File: config.mk
export PLATFORM = sky130hd
export DESIGN_NAME = speed_clock_ctrl
export DESIGN_NICKNAME = d
export VERILOG_FILES = /design/src/verilog/spd_pkg.sv /design/src/verilog/speed_clock_ctrl.sv /design/src/verilog/strap_latch.sv
export SDC_FILE = /design/constraint.sdc
export NUM_CORES = 1
export LEC_CHECK = 0
export BUFFER_PORTS_ARGS = -buffer_cell sky130_fd_sc_hd__buf_2
export CAP_MARGIN = 5
export CORE_MARGIN = 1
export CORE_UTILIZATION = 38
export CTS_CLUSTER_DIAMETER = 30
export DETAILED_ROUTE_END_ITERATION = 16
export PLACE_DENSITY = 0.91
export SLEW_MARGIN = 5
export SYNTH_ARGS = -nofsm -noshare
export SYNTH_HDL_FRONTEND = slang
export SYNTH_SLANG_ARGS = --single-unit
File: constraint.sdc
create_clock -name clk -period 2.8 [get_ports clk]
set_input_delay 0.14 -clock clk [delete_from_list [all_inputs] [get_ports clk]]
set_output_delay 0.14 -clock clk [all_outputs]
set_load 0.02 [all_outputs]
File: src/verilog/spd_pkg.sv
// Purpose: Shared constants and carrier types for bus speed and clock gating
// Assumes: 125 MHz core clock, Wishbone register access
// Notes:   Offsets are byte addresses of 32-bit words
package spd_pkg;
    localparam logic [3:0] ctrl_off        = 4'h0;
    localparam logic [3:0] stat_off        = 4'h4;
    localparam logic [3:0] gpio_off        = 4'h8;
    localparam int         ctrl_d3_bit     = 0;
    localparam int         ctrl_hs_bit     = 1;
    localparam logic [1:0] ctrl_reset      = 2'h0;
    localparam int         num_sclk        = 10;
    localparam int         gpio_width      = 4;
    localparam int         gpio_hs_index   = 3;
    localparam logic [31:0] unmapped_value = 32'h0;

    typedef struct packed {
        logic bus_power_clock_ctrl_strap;
        logic fast_capable_strap;
        logic primary_speed_ind;
        logic secondary_speed_ind;
    } strap_t;

    typedef struct packed {
        logic fast_capable;
        logic sec_fast;
        logic prim_fast;
        logic clock_gating_ok;
    } cfg_t;
endpackage

File: src/verilog/speed_clock_ctrl.sv
// Purpose: Bus speed settlement, secondary clock generation and gating
// Assumes: Primary clock is clk; straps synchronous; classic Wishbone slave
// Notes:   Secondary clocks are registered copies of a divided or toggled clock
//
// Overview of operation
// - With the clock-control strap high and D3 set, the secondary bus enters B2.
// - Entering B2 stops every secondary clock and holds it at 0.
// - With the clock-control strap low, D3 leaves secondary clocks running.
// - A low 66 MHz strap limits both interfaces to 33 MHz and clears the capable flag.
// - A high 66 MHz strap makes the device report itself fast capable.
// - A low primary speed indication pulls the secondary speed pin low.
// - The secondary speed pin is open drain, never driven high.
// - In hot-swap mode general pin three feeds the ejector handle input.
// - Fast primary with slow secondary divides the primary clock by four.
`timescale 1ns/1ps
module speed_clock_ctrl #(
    parameter int num_sclk   = spd_pkg::num_sclk,
    parameter int gpio_width = spd_pkg::gpio_width
) (
    input  wire logic                  clk,
    input  wire logic                  sys_rst,
    input  wire logic                  ce,
    input  wire logic [3:0]            wb_adr_i,
    input  wire logic [31:0]           wb_dat_i,
    output logic [31:0]                wb_dat_o,
    input  wire logic [3:0]            wb_sel_i,
    input  wire logic                  wb_we_i,
    input  wire logic                  wb_cyc_i,
    input  wire logic                  wb_stb_i,
    output logic                       wb_ack_o,
    input  wire logic                  bus_power_clock_ctrl_strap,
    input  wire logic                  fast_capable_strap,
    input  wire logic                  primary_speed_ind,
    input  wire logic                  secondary_speed_ind_i,
    output logic                       secondary_speed_ind_o,
    output logic                       secondary_speed_ind_oe,
    input  wire logic [gpio_width-1:0] general_pin_i,
    output logic [num_sclk-1:0]        sec_clk_out,
    output logic                       fast_capable,
    output logic                       ejector_handle_input,
    output logic                       bus_b2_state
);
    spd_pkg::strap_t straps;
    spd_pkg::cfg_t   cfg;
    logic [1:0]  ctrl_r;
    logic        ack_r;
    logic [31:0] dat_r;
    logic        div_r;
    logic [num_sclk-1:0] sclk_r;

    assign straps = '{bus_power_clock_ctrl_strap, fast_capable_strap,
                      primary_speed_ind, secondary_speed_ind_i};

    strap_latch u_latch (
        .clk    (clk),
        .sys_rst(sys_rst),
        .ce     (ce),
        .straps (straps),
        .cfg    (cfg)
    );

    wire d3_req   = ctrl_r[spd_pkg::ctrl_d3_bit];
    wire hs_mode  = ctrl_r[spd_pkg::ctrl_hs_bit];
    wire b2_state = cfg.clock_gating_ok & d3_req;
    wire div_mode = cfg.prim_fast & ~cfg.sec_fast;

    // Bus decode
    wire req      = wb_cyc_i & wb_stb_i & ~ack_r;
    wire hit_ctrl = wb_adr_i == spd_pkg::ctrl_off;
    wire hit_stat = wb_adr_i == spd_pkg::stat_off;
    wire hit_gpio = wb_adr_i == spd_pkg::gpio_off;
    wire wr_ctrl  = req & wb_we_i & hit_ctrl & wb_sel_i[0];
    wire [31:0] stat_word = {26'h0, b2_state, div_mode, cfg.clock_gating_ok,
                             cfg.sec_fast, cfg.prim_fast, cfg.fast_capable};
    wire [31:0] gpio_word = {{(32-gpio_width){1'b0}}, general_pin_i};
    wire [31:0] rd_word   = hit_ctrl ? {30'h0, ctrl_r} :
                            hit_stat ? stat_word :
                            hit_gpio ? gpio_word : spd_pkg::unmapped_value;

    always_ff @(posedge clk) begin
        if (sys_rst) begin
            ctrl_r <= spd_pkg::ctrl_reset;
            ack_r  <= 1'b0;
            dat_r  <= 32'h0;
        end else if (ce) begin
            ack_r <= req;
            dat_r <= rd_word;
            if (wr_ctrl) begin
                ctrl_r <= wb_dat_i[1:0];
            end
        end
    end
    assign wb_ack_o = ack_r;
    assign wb_dat_o = dat_r;

    // Secondary clocks: full rate follows clk-derived toggle, half rate toggles every other edge
    logic div2_r;
    always_ff @(posedge clk) begin
        if (sys_rst) begin
            div_r  <= 1'b0;
            div2_r <= 1'b0;
            sclk_r <= '0;
        end else if (ce) begin
            div_r <= ~div_r;
            if (div_r) begin
                div2_r <= ~div2_r;
            end
            if (b2_state) begin
                sclk_r <= '0;
            end else begin
                sclk_r <= {num_sclk{div_mode ? div2_r : div_r}};
            end
        end
    end
    assign sec_clk_out = sclk_r;

    // Open drain: output is constant low, only enable moves
    assign secondary_speed_ind_o  = 1'b0;
    assign secondary_speed_ind_oe = ~sys_rst & ~cfg.prim_fast;
    assign fast_capable           = cfg.fast_capable;
    assign ejector_handle_input   = hs_mode & general_pin_i[spd_pkg::gpio_hs_index];
    assign bus_b2_state           = b2_state;
endmodule

File: src/verilog/strap_latch.sv
// Purpose: Captures straps during reset and holds them until next reset
// Assumes: Straps synchronous to clk
// Notes:   Registered output, stable outside reset
`timescale 1ns/1ps
module strap_latch (
    input  wire logic          clk,
    input  wire logic          sys_rst,
    input  wire logic          ce,
    input  wire spd_pkg::strap_t straps,
    output spd_pkg::cfg_t      cfg
);
    spd_pkg::cfg_t cfg_r;
    spd_pkg::cfg_t cfg_nxt;
    wire fast_ok = straps.fast_capable_strap;
    wire prim_ok = fast_ok & straps.primary_speed_ind;

    always_comb begin
        cfg_nxt.fast_capable    = fast_ok;
        cfg_nxt.prim_fast       = prim_ok;
        cfg_nxt.sec_fast        = prim_ok & straps.secondary_speed_ind;
        cfg_nxt.clock_gating_ok = straps.bus_power_clock_ctrl_strap;
    end

    // Sampling only under reset keeps clock rates from changing mid-operation
    always_ff @(posedge clk) begin
        if (ce && sys_rst) begin
            cfg_r <= cfg_nxt;
        end
    end
    assign cfg = cfg_r;
endmodule

==> results of run 1 <==
area by class of cell:
| type | instances | area, um2 |
|---|---|---|
| well taps | 30 | 37.5 |
| multi-input cells | 80 | 447 |
| fillers | 244 | 1400 |
| flip-flops and latches | 16 | 360 |
| clock buffers | 4 | 36.3 |
| repair buffers | 41 | 205 |
| inverters | 3 | 11.3 |
kinds of logic after synthesis:
kind of cell,after synthesis
and+or+nand+nor,36
xor gates and xnor gates,2
other,1
AOI/OAI and AO/OA,12
buffers and inverters,41
DFF,16
muxes,3
cells in the mapped netlist:
cell type | instances | area, um2
a22oi_1 | 3 | 22.5
inv_1 | 3 | 11.3
xnor2_1 | 1 | 8.76
xor2_1 | 1 | 8.76
nor3_1 | 1 | 5.00
nand2_1 | 6 | 22.5
a32o_1 | 2 | 20.0
nor4_1 | 1 | 6.26
o22ai_1 | 2 | 12.5
and4bb_4 | 1 | 16.3
buf_4 | 36 | 270
and3_1 | 3 | 18.8
nor2b_1 | 2 | 12.5
a21oi_1 | 3 | 15.0
conb_1 | 1 | 3.75
and2b_2 | 2 | 17.5
clkbuf_2 | 1 | 5.00
nand3b_1 | 1 | 7.51
or3_1 | 1 | 6.26
nor2_1 | 9 | 33.8
buf_6 | 1 | 11.3
edfxtp_1 | 4 | 120
dfxtp_1 | 12 | 240
nand2b_1 | 4 | 25.0
nor4_4 | 1 | 21.3
and2_1 | 4 | 25.0
o21ai_0 | 2 | 10.0
mux2i_1 | 3 | 30.0
state kept, by name (all words and copies together) (netlist names):
register / flops
div2_r: 1
wb_dat_o: 6
ctrl_r: 2
div_r: 1
wb_ack_o: 1
sec_clk_out: 1
u_latch.cfg: 4
metrics by stage:
stage               total power [mW]  util (%)  cell area, um2  hold slack (ns)
floorplan                      0.372         -            1100            0.239
global placement               0.364      42.4            1060            0.332
detailed placement             0.366      42.4            1060            0.325
CTS                            0.513      43.9            1100           0.0250
global route                   0.539      43.9            1100           0.0179
finish                         0.511      43.9            1100           0.0333
how the worst max path moves through the flow:
stage | cells after the start | to
final | 4 | sec_clk_out[8]
after global routing | 4 | sec_clk_out[8]
after CTS | 4 | sec_clk_out[8]
after detailed placement | 5 | ctrl_r[1]
after global placement | 5 | ctrl_r[0]
after floorplan | 3 | sec_clk_out[8]
metal layers:
| metal | share of wire [%] | routed length, um | track usage, % |
|---|---|---|---|
| met3 | 8.2 | 134 | 4.31 |
| met1 | 42 | 677 | 12.6 |
| met5 | 0 | 0 | 0 |
| met2 | 49 | 804 | 19.6 |
| met4 | 0.61 | 10 | 2.19 |
power by group:
part           switching (mW)  internal (mW)
logic                  0.0752         0.0322
clock network          0.0711         0.0792
registers             0.00665          0.246
==> results.toml, run 1 <==
[outcome]
status = "complete, no violations"

[critical_path]
path_buf_inv = 0
critPathTopFamily = "simple AND/OR/NAND/NOR gates"
cp_max_fo = 2
endpoint_kind = "flop"
r2r_end = "sec_clk_out[8]"
r2r_cells = 4
worstPathCellList = "nand2b_1 > mux2i_1 > or3_1 > a21oi_1"
worstPathRequired_ns = 3.03
r2r-start = "u_latch.cfg[2]"
startpoint = "u_latch.cfg[2]"
worst_ep_arrival_time_ns = 1.43
crit_type = "reg -> reg"
start_kind = "flop"
slowest_stage = "edfxtp_1"
reg2reg_slack_ns = 1.59
critical-path-max-stage-delay_ns = 0.40

[clock_tree]
clockBufferDepth = 2
ctsHtreeMaxLevel = 1
tritoncts = "yes"
cts_root_buf = "clkbuf_4"
cts_buffers = 3
clk_latency_ns = 0.29
clkTransAtPathRegs_ns = 0.09
cts_resized = 0
cts_setup_buffers = 0
hold_buffers = 0
cts_sinks = 16

[place]
port_buffers = 41
hpwl_mm = 1.37
pre_cts_slack_ns = 1.55
place_congestion = 0.790
dp.cells = 170

[die]
core-area_mm2 = 0.00250
ios = 102
fp.dieArea_mm2 = 0.00286
die_h_um = 53.5
start_util_pct = 40.3
rows = 18
die_w_um = 53.5

[min_path]
hold_depth = 1
hp-class = "in -> reg"
min_to = "u_latch.cfg[0]"
hp-start = "bus_power_clock_ctrl_strap"

[timing]
hold_violations = 0
slew_viol_final = 0
setup_ws_ns = 1.59
tns_ns = 0
fin_crit_ns = 1.21
rsz0062_at_grt = "no"
layout_worst_path_cycle_share_pct = 43.1
fmax_ghz = 0.828
setup_violations = 0
skew_ns = 0.00417

[global_route]
overflow = 0
grt_pass1_vias = 573
antenna_found_initial = 0
grt_max_degree = 14
grt_pass1_wl_mm = 2.24
grt_usage_pct = 11.1

[yosys]
synthXorXnorAreaFrac_pct = 1.74
synth_cell_types = 28
syn_area_mm2 = 0.00101
yosysWarningCount = 0
synth-simple-area-share_pct = 21.6
synth-compound-area-share_pct = 7.95
synth_area_per_cell_um2 = 9.07
synth_adder_area_share_pct = 0
synth_seq_area_share_pct = 35.8
syn_inst = 111
synth-seq-cells = 16
synth_top_family_by_area = "buffers and inverters"
synthMuxAreaShare_pct = 2.98

[layout]
final_cell_mix = "buf_2 (41), conb_1 (27), dfxtp_1 (12)"
num-nets-final = 199
layout_commonest_cell = "buf_2"
drive_gt1_share_pct = 34.0
antenna_cells = 0
final_cells = 174
syn_to_final_growth_pct = 8.94

[routing]
via_per_inst = 4.32
drt_iter0_drc = 17
vias = 751
drt_pass1_iterations = 4
ant_nets = 0
drc_errors = 0
drt_wl_total_mm = 1.63
avgRoutedWirePerCell_um = 9.36

[power_and_ir_drop]
power_density_mw_per_mm2 = 465
ir_drop_uv = 274
p_leak_nw = 0.564

[flow_run]
drv_cap = 0
No activity file was read; power rests on OpenSTA's default activity.
==> run 2, diff against run 1 <==
--- a/config.mk
+++ b/config.mk
@@ -8,10 +8,10 @@
 export BUFFER_PORTS_ARGS = -buffer_cell sky130_fd_sc_hd__buf_2
 export CAP_MARGIN = 5
 export CORE_MARGIN = 1
-export CORE_UTILIZATION = 38
+export CORE_UTILIZATION = 35
 export CTS_CLUSTER_DIAMETER = 30
 export DETAILED_ROUTE_END_ITERATION = 16
-export PLACE_DENSITY = 0.91
+export PLACE_DENSITY = 0.85
 export SLEW_MARGIN = 5
 export SYNTH_ARGS = -nofsm -noshare
 export SYNTH_HDL_FRONTEND = slang
==> constraint.sdc (replaced) <==
create_clock -name clk -period 1.2 [get_ports clk]
set_input_delay 0.06 -clock clk [delete_from_list [all_inputs] [get_ports clk]]
set_output_delay 0.06 -clock clk [all_outputs]
set_load 0.02 [all_outputs]
==> run 2 against run 1 <==
The run now ends with negative setup slack left. Critical path depth stayed put. Clock skew down 0.0022 ns. Sequential share of layout area down 1.7 points. Register-to-register slack lost 1.6 ns. Die area up 8.2%. Fmax decreased by 1.5%. Global-route usage rose by 0.73 points.
==> results.toml, run 2 (synthesis gave the netlist of run 1 again) <==
[outcome]
status = "complete, but fails checks"
violations = "negative setup slack"

[place]
pre_cts_slack_ns = 0.0119
hpwl_mm = 1.40
dp.cells = 173
place_congestion = 0.835
port_buffers = 41

[routing]
via_per_inst = 4.48
drt_iter0_drc = 38
drc_errors = 0
avgRoutedWirePerCell_um = 10.1
vias = 807
drt_wl_total_mm = 1.82
ant_nets = 0
drt_pass1_iterations = 4

[die]
core-area_mm2 = 0.00273
die_h_um = 55.6
fp.dieArea_mm2 = 0.00310
ios = 102
die_w_um = 55.6
start_util_pct = 36.8
rows = 19

[layout]
final_cell_mix = "buf_2 (41), conb_1 (27), dfxtp_1 (12)"
syn_to_final_growth_pct = 14.9
drive_gt1_share_pct = 36.9
antenna_cells = 0
largest_reg_flops = 6
num-nets-final = 204
layout_commonest_cell = "buf_2"
final_cells = 180
n_fill_cell = 282

[global_route]
overflow = 0
grt_usage_pct = 11.9
grt_pass1_wl_mm = 2.88
grt_max_degree = 14
grt_pass1_vias = 686
antenna_found_initial = 0

[timing]
fin_crit_ns = 1.23
rsz0062_at_grt = "yes"
skew_ns = 0.00200
hold_violations = 0
setup_ws_ns = -0.0261
layout_worst_path_cycle_share_pct = 102
fin_hold_ws_ns = 0.00165
slew_viol_final = 0
setup_violations = 1
fmax_ghz = 0.816

[power_and_ir_drop]
power.switching_mw = 0.372
power_density_mw_per_mm2 = 1050
pwr-share-seq_pct = 48.5
p_leak_nw = 0.596
intPower_mw = 0.849
p_total_mw = 1.22
combinationalPowerShare_pct = 22.1
swShare_pct = 30.4
ir_drop_uv = 583
pwr-share-clk_pct = 29.4

[critical_path]
critPathTopFamily = "simple AND/OR/NAND/NOR gates"
crit_type = "reg -> reg"
start_kind = "flop"
worstPathRequired_ns = 1.43
path_buf_inv = 0
worstPathCellList = "nand2b_4 > mux2i_1 > or3_4 > a21oi_2"
critical-path-max-stage-delay_ns = 0.40
cp_max_fo = 2
endpoint_kind = "flop"
slowest_stage = "edfxtp_1"
worst_ep_arrival_time_ns = 1.46

[clock_tree]
ctsHtreeMaxLevel = 1
cts_root_buf = "clkbuf_4"
cts_buffers = 3
tritoncts = "yes"
clk_latency_ns = 0.29
clockBufferDepth = 2
cts_sinks = 16
clkTransAtPathRegs_ns = 0.10

[min_path]
hp-class = "in -> reg"

[flow_run]
drv_cap = 0
[run 2: cell types whose count changed in the layout (fill, tap and decap cells not counted), sizes merged]
cell         delta
buf             +3
dlygate4sd3     +2
[run 2: routing by layer]
metal	track usage (%)	vias to the layer above	wire, um
li1	-	384	-
met1	13.2	372	706
met2	21.3	45	931
met3	2.56	6	135
met4	5.71	0	42
met5	0	-	0
[run 2: layout make-up]
cell class                 count  area (um2)  share of cell area (%)
timing repair buffer          46         248                    21.4
clock buffer                   4        36.3                    3.14
tap                           31        38.8                    3.35
inverter                       3        11.3                   0.973
sequential                    16         360                    31.1
multi-input combinational     80         463                    40.0
[run 2: path summary, 6_finish.rpt]
kind | from | to | slack, ns | cells after the start
setup / recovery | u_latch.cfg[2] | sec_clk_out[8] | -0.03 | 4
hold / removal | wb_dat_i[0] | ctrl_r[0] | 0.002 | 3
setup reg to reg | u_latch.cfg[2] | sec_clk_out[8] | -0.03 | 4
hold reg to reg | wb_dat_o[2] | wb_dat_o[2] | 0.46 | 2
[run 2: repair_timing]
| item | CTS | global route |
|---|---|---|
| endpoints found under the setup margin | 1 | 1 |
| pin swaps | 0 | 2 |
| setup buffers | 0 | 1 |
| resized for setup | 1 | 2 |
| hold buffers | 2 | 0 |
| gates cloned | 0 | 0 |
| hold endpoints to repair | 2 | 0 |
[run 2: tightest hold or removal path: stages]
cell and delay [ns]:
buf_2 0.07, mux2i_1 0.05, nor2_1 0.07
[run 2: per-stage QoR]
step,util [%],TNS [ns],area (um2)
3_3_place_gp,39.4,0,1080
4_1_cts,41.7,0,1140
6_report,42.3,-0.0261,1160
3_5_place_dp,39.4,0,1080
5_1_grt,42.3,-0.0775,1160
2_1_floorplan,-,0,1100
[run 2: power groups by stage]
| stage | combinational [mW] | sequential, mW | clock [mW] |
|---|---|---|---|
| finish | 0.270 | 0.592 | 0.359 |
| detailed placement | 0.254 | 0.603 | 0 |
| global route | 0.292 | 0.596 | 0.394 |
| CTS | 0.262 | 0.592 | 0.357 |
| floorplan | 0.255 | 0.612 | 0 |
| global placement | 0.251 | 0.602 | 0 |
==> run 3, diff against run 2 <==
--- a/config.mk
+++ b/config.mk
@@ -5,13 +5,15 @@
 export SDC_FILE = /design/constraint.sdc
 export NUM_CORES = 1
 export LEC_CHECK = 0
+export ABC_AREA = 1
 export BUFFER_PORTS_ARGS = -buffer_cell sky130_fd_sc_hd__buf_2
 export CAP_MARGIN = 5
 export CORE_MARGIN = 1
-export CORE_UTILIZATION = 35
+export CORE_UTILIZATION = 36
 export CTS_CLUSTER_DIAMETER = 30
 export DETAILED_ROUTE_END_ITERATION = 16
-export PLACE_DENSITY = 0.85
+export MAX_ROUTING_LAYER = met4
+export PLACE_DENSITY = 0.86
 export SLEW_MARGIN = 5
 export SYNTH_ARGS = -nofsm -noshare
 export SYNTH_HDL_FRONTEND = slang
==> run 3 against run 2 <==
Clock skew barely moved. Critical path depth decreased by 2. Critical path type is now reg -> out. Utilization up 0.091 points. Routed wire length up 2.4%. Sequential share of layout area decreased by 0.067 points. Count of clock-buffer cells in the layout unchanged. Global-route usage up 0.39 points. Worst setup slack improved by 0.11 ns. The flow now finishes without violations.
==> results.toml, run 3 <==
[critical_path]
worstPathRequired_ns = 1.14
start_kind = "flop"
crit_type = "reg -> out"
cp_max_fo = 5
worstPathCellList = "nor2_1 > buf_2"
critPathTopFamily = "flip-flops"
endpoint_kind = "output port"
critical-path-max-stage-delay_ns = 0.47
slowest_stage = "edfxtp_1"
worst_ep_arrival_time_ns = 1.06
r2r_cells = 6
path_buf_inv = 1
cp.depth = 2

[die]
rows = 19
die_h_um = 55.6
die_w_um = 55.6
fp.dieArea_mm2 = 0.00309
ios = 102
core-area_mm2 = 0.00273
start_util_pct = 37.8

[yosys]
synth_cell_types = 20
synth_area_per_cell_um2 = 7.49
yosysTopAreaCell = "buf_4"
synth_common_cells = "buf_4 (36), nand2_1 (23), dfxtp_1 (12)"
synth_ff_type = "dfxtp_1"
synth-seq-cells = 16
synth_seq_area_share_pct = 34.9
synthArstFlopShare_pct = 0
syn_inst = 138
synthTopCellsByArea = "buf_4 (26%), dfxtp_1 (23%), edfxtp_1 (12%)"
synth_edf_count = 4
synth_top_area_share_pct = 26.2
yosysWarningCount = 0
yosysMostFrequentCell = "buf_4"
syn_area_mm2 = 0.00103

[routing]
drt_wl_total_mm = 1.86
drc_errors = 0
vias = 863
avgRoutedWirePerCell_um = 9.07
drt_pass1_iterations = 5
via_per_inst = 4.21
drt_iter0_drc = 40
ant_nets = 0

[timing]
rsz0062_at_grt = "no"
fin_crit_ns = 1.12
tns_ns = 0
fmax_ghz = 0.895
layout_worst_path_cycle_share_pct = 93.2
setup_violations = 0
skew_ns = 0.00225
slew_viol_final = 0
hold_violations = 0
setup_ws_ns = 0.0821
fin_hold_ws_ns = 0.0519

[min_path]
hold_depth = 3
hp-class = "in -> reg"

[layout]
multi_input_area_um2 = 439
final_cell_mix = "buf_2 (41), conb_1 (27), nand2_1 (23)"
syn_to_final_growth_pct = 12.2
num-nets-final = 229
n_fill_cell = 272
largest_reg_flops = 6
antenna_cells = 0
drive_gt1_share_pct = 31.0
seqCellArea_um2 = 360
layout_commonest_cell = "buf_2"

[global_route]
grt_usage_pct = 12.3
overflow = 0
grt_max_degree = 14
grt_pass1_vias = 740
antenna_found_initial = 0
grt_pass1_wl_mm = 2.92

[clock_tree]
cts_root_buf = "clkbuf_4"
clockBufferDepth = 2
clkTransAtPathRegs_ns = 0.09
cts_setup_buffers = 0
cts_buffers = 3
cts_sinks = 16
ctsHtreeMaxLevel = 1
clk_latency_ns = 0.28
tritoncts = "yes"

[power_and_ir_drop]
combinationalPowerShare_pct = 22.7
pwr-share-clk_pct = 28.7
pwr-share-seq_pct = 48.6
ir_drop_uv = 545
swShare_pct = 31.6
p_leak_nw = 0.649
power_density_mw_per_mm2 = 1060
intPower_mw = 0.838
power.switching_mw = 0.387

[place]
place_congestion = 0.802
hpwl_mm = 1.54
pre_cts_slack_ns = 0.165
port_buffers = 41

[flow_run]
drv_cap = 0

[outcome]
status = "complete, no violations"
run 3: cell types whose count changed in the layout (fill, tap and decap cells not counted), sizes merged, moves of 4 or more:
cell | previous run | this run
a21oi | 3 | 10
and2 | 4 | 0
inv | 3 | 14
nand2 | 6 | 26
nand2b | 4 | 0
nand3 | 0 | 11
o21ai | 2 | 6
run 3: through the flow:
stage	cells	cell area [um2]	power (mW)	utilization, %
floorplan	164	1130	0.886	-
global placement	199	1100	0.875	40.4
detailed placement	199	1100	0.880	40.4
CTS	205	1160	1.23	42.4
global route	205	1160	1.28	42.4
finish	205	1160	1.22	42.4
run 3: tightest hold or removal path, delay by kind of cell:
kind / cells / cell delay (ns)
AND/OR/NAND/NOR: 1 / 0.05
buffers and inverters: 2 / 0.12
run 3: layer usage:
metal	track usage [%]	up-vias	wire, um
li1	-	443	-
met1	14.1	377	789
met2	20.8	41	929
met3	3.72	2	128
met4	3.21	0	12
met5	-	-	0
run 3: worst paths after layout:
kind                                        start                endpoint  slack (ns)
worst max-delay path               u_latch.cfg[1]  secondary_speed_ind_oe        0.08
worst min-delay path            primary_speed_ind          u_latch.cfg[1]        0.05
worst max register to register           wb_ack_o               ctrl_r[1]        0.18
worst min register to register        wb_dat_o[0]             wb_dat_o[0]        0.47
run 3: cell families (layout without fill, tap and decap cells):
kind of cell    after synthesis  in the layout  share of synthesized area, %
other cells                   1             27                         0.363
simple gates                 53             53                          24.9
flops                        16             16                          34.9
compound gates               16             16                          7.75
buf+inv                      52             62                          32.1
run 3: final cells by class:
type	instances	area share, %
Multi-Input combinational cell	96	37.9
Sequential cell	16	31.1
Timing Repair Buffer	44	20.1
Inverter	14	4.53
Tap cell	31	3.34
Clock buffer	4	3.13
run 3: power groups by stage:
stage | logic [mW] | registers [mW] | clock network, mW
after floorplan | 0.269 | 0.618 | 0
after global placement | 0.269 | 0.606 | 0
after detailed placement | 0.272 | 0.607 | 0
after CTS | 0.278 | 0.595 | 0.358
after global routing | 0.302 | 0.598 | 0.381
final | 0.278 | 0.595 | 0.351
run 3: repair_timing:
action | 4_1_cts | 5_1_grt
hold endpoints to repair | 2 | 0
hold buffers | 2 | 0
setup endpoints to repair | 0 | 0
gates resized for setup | 0 | 0
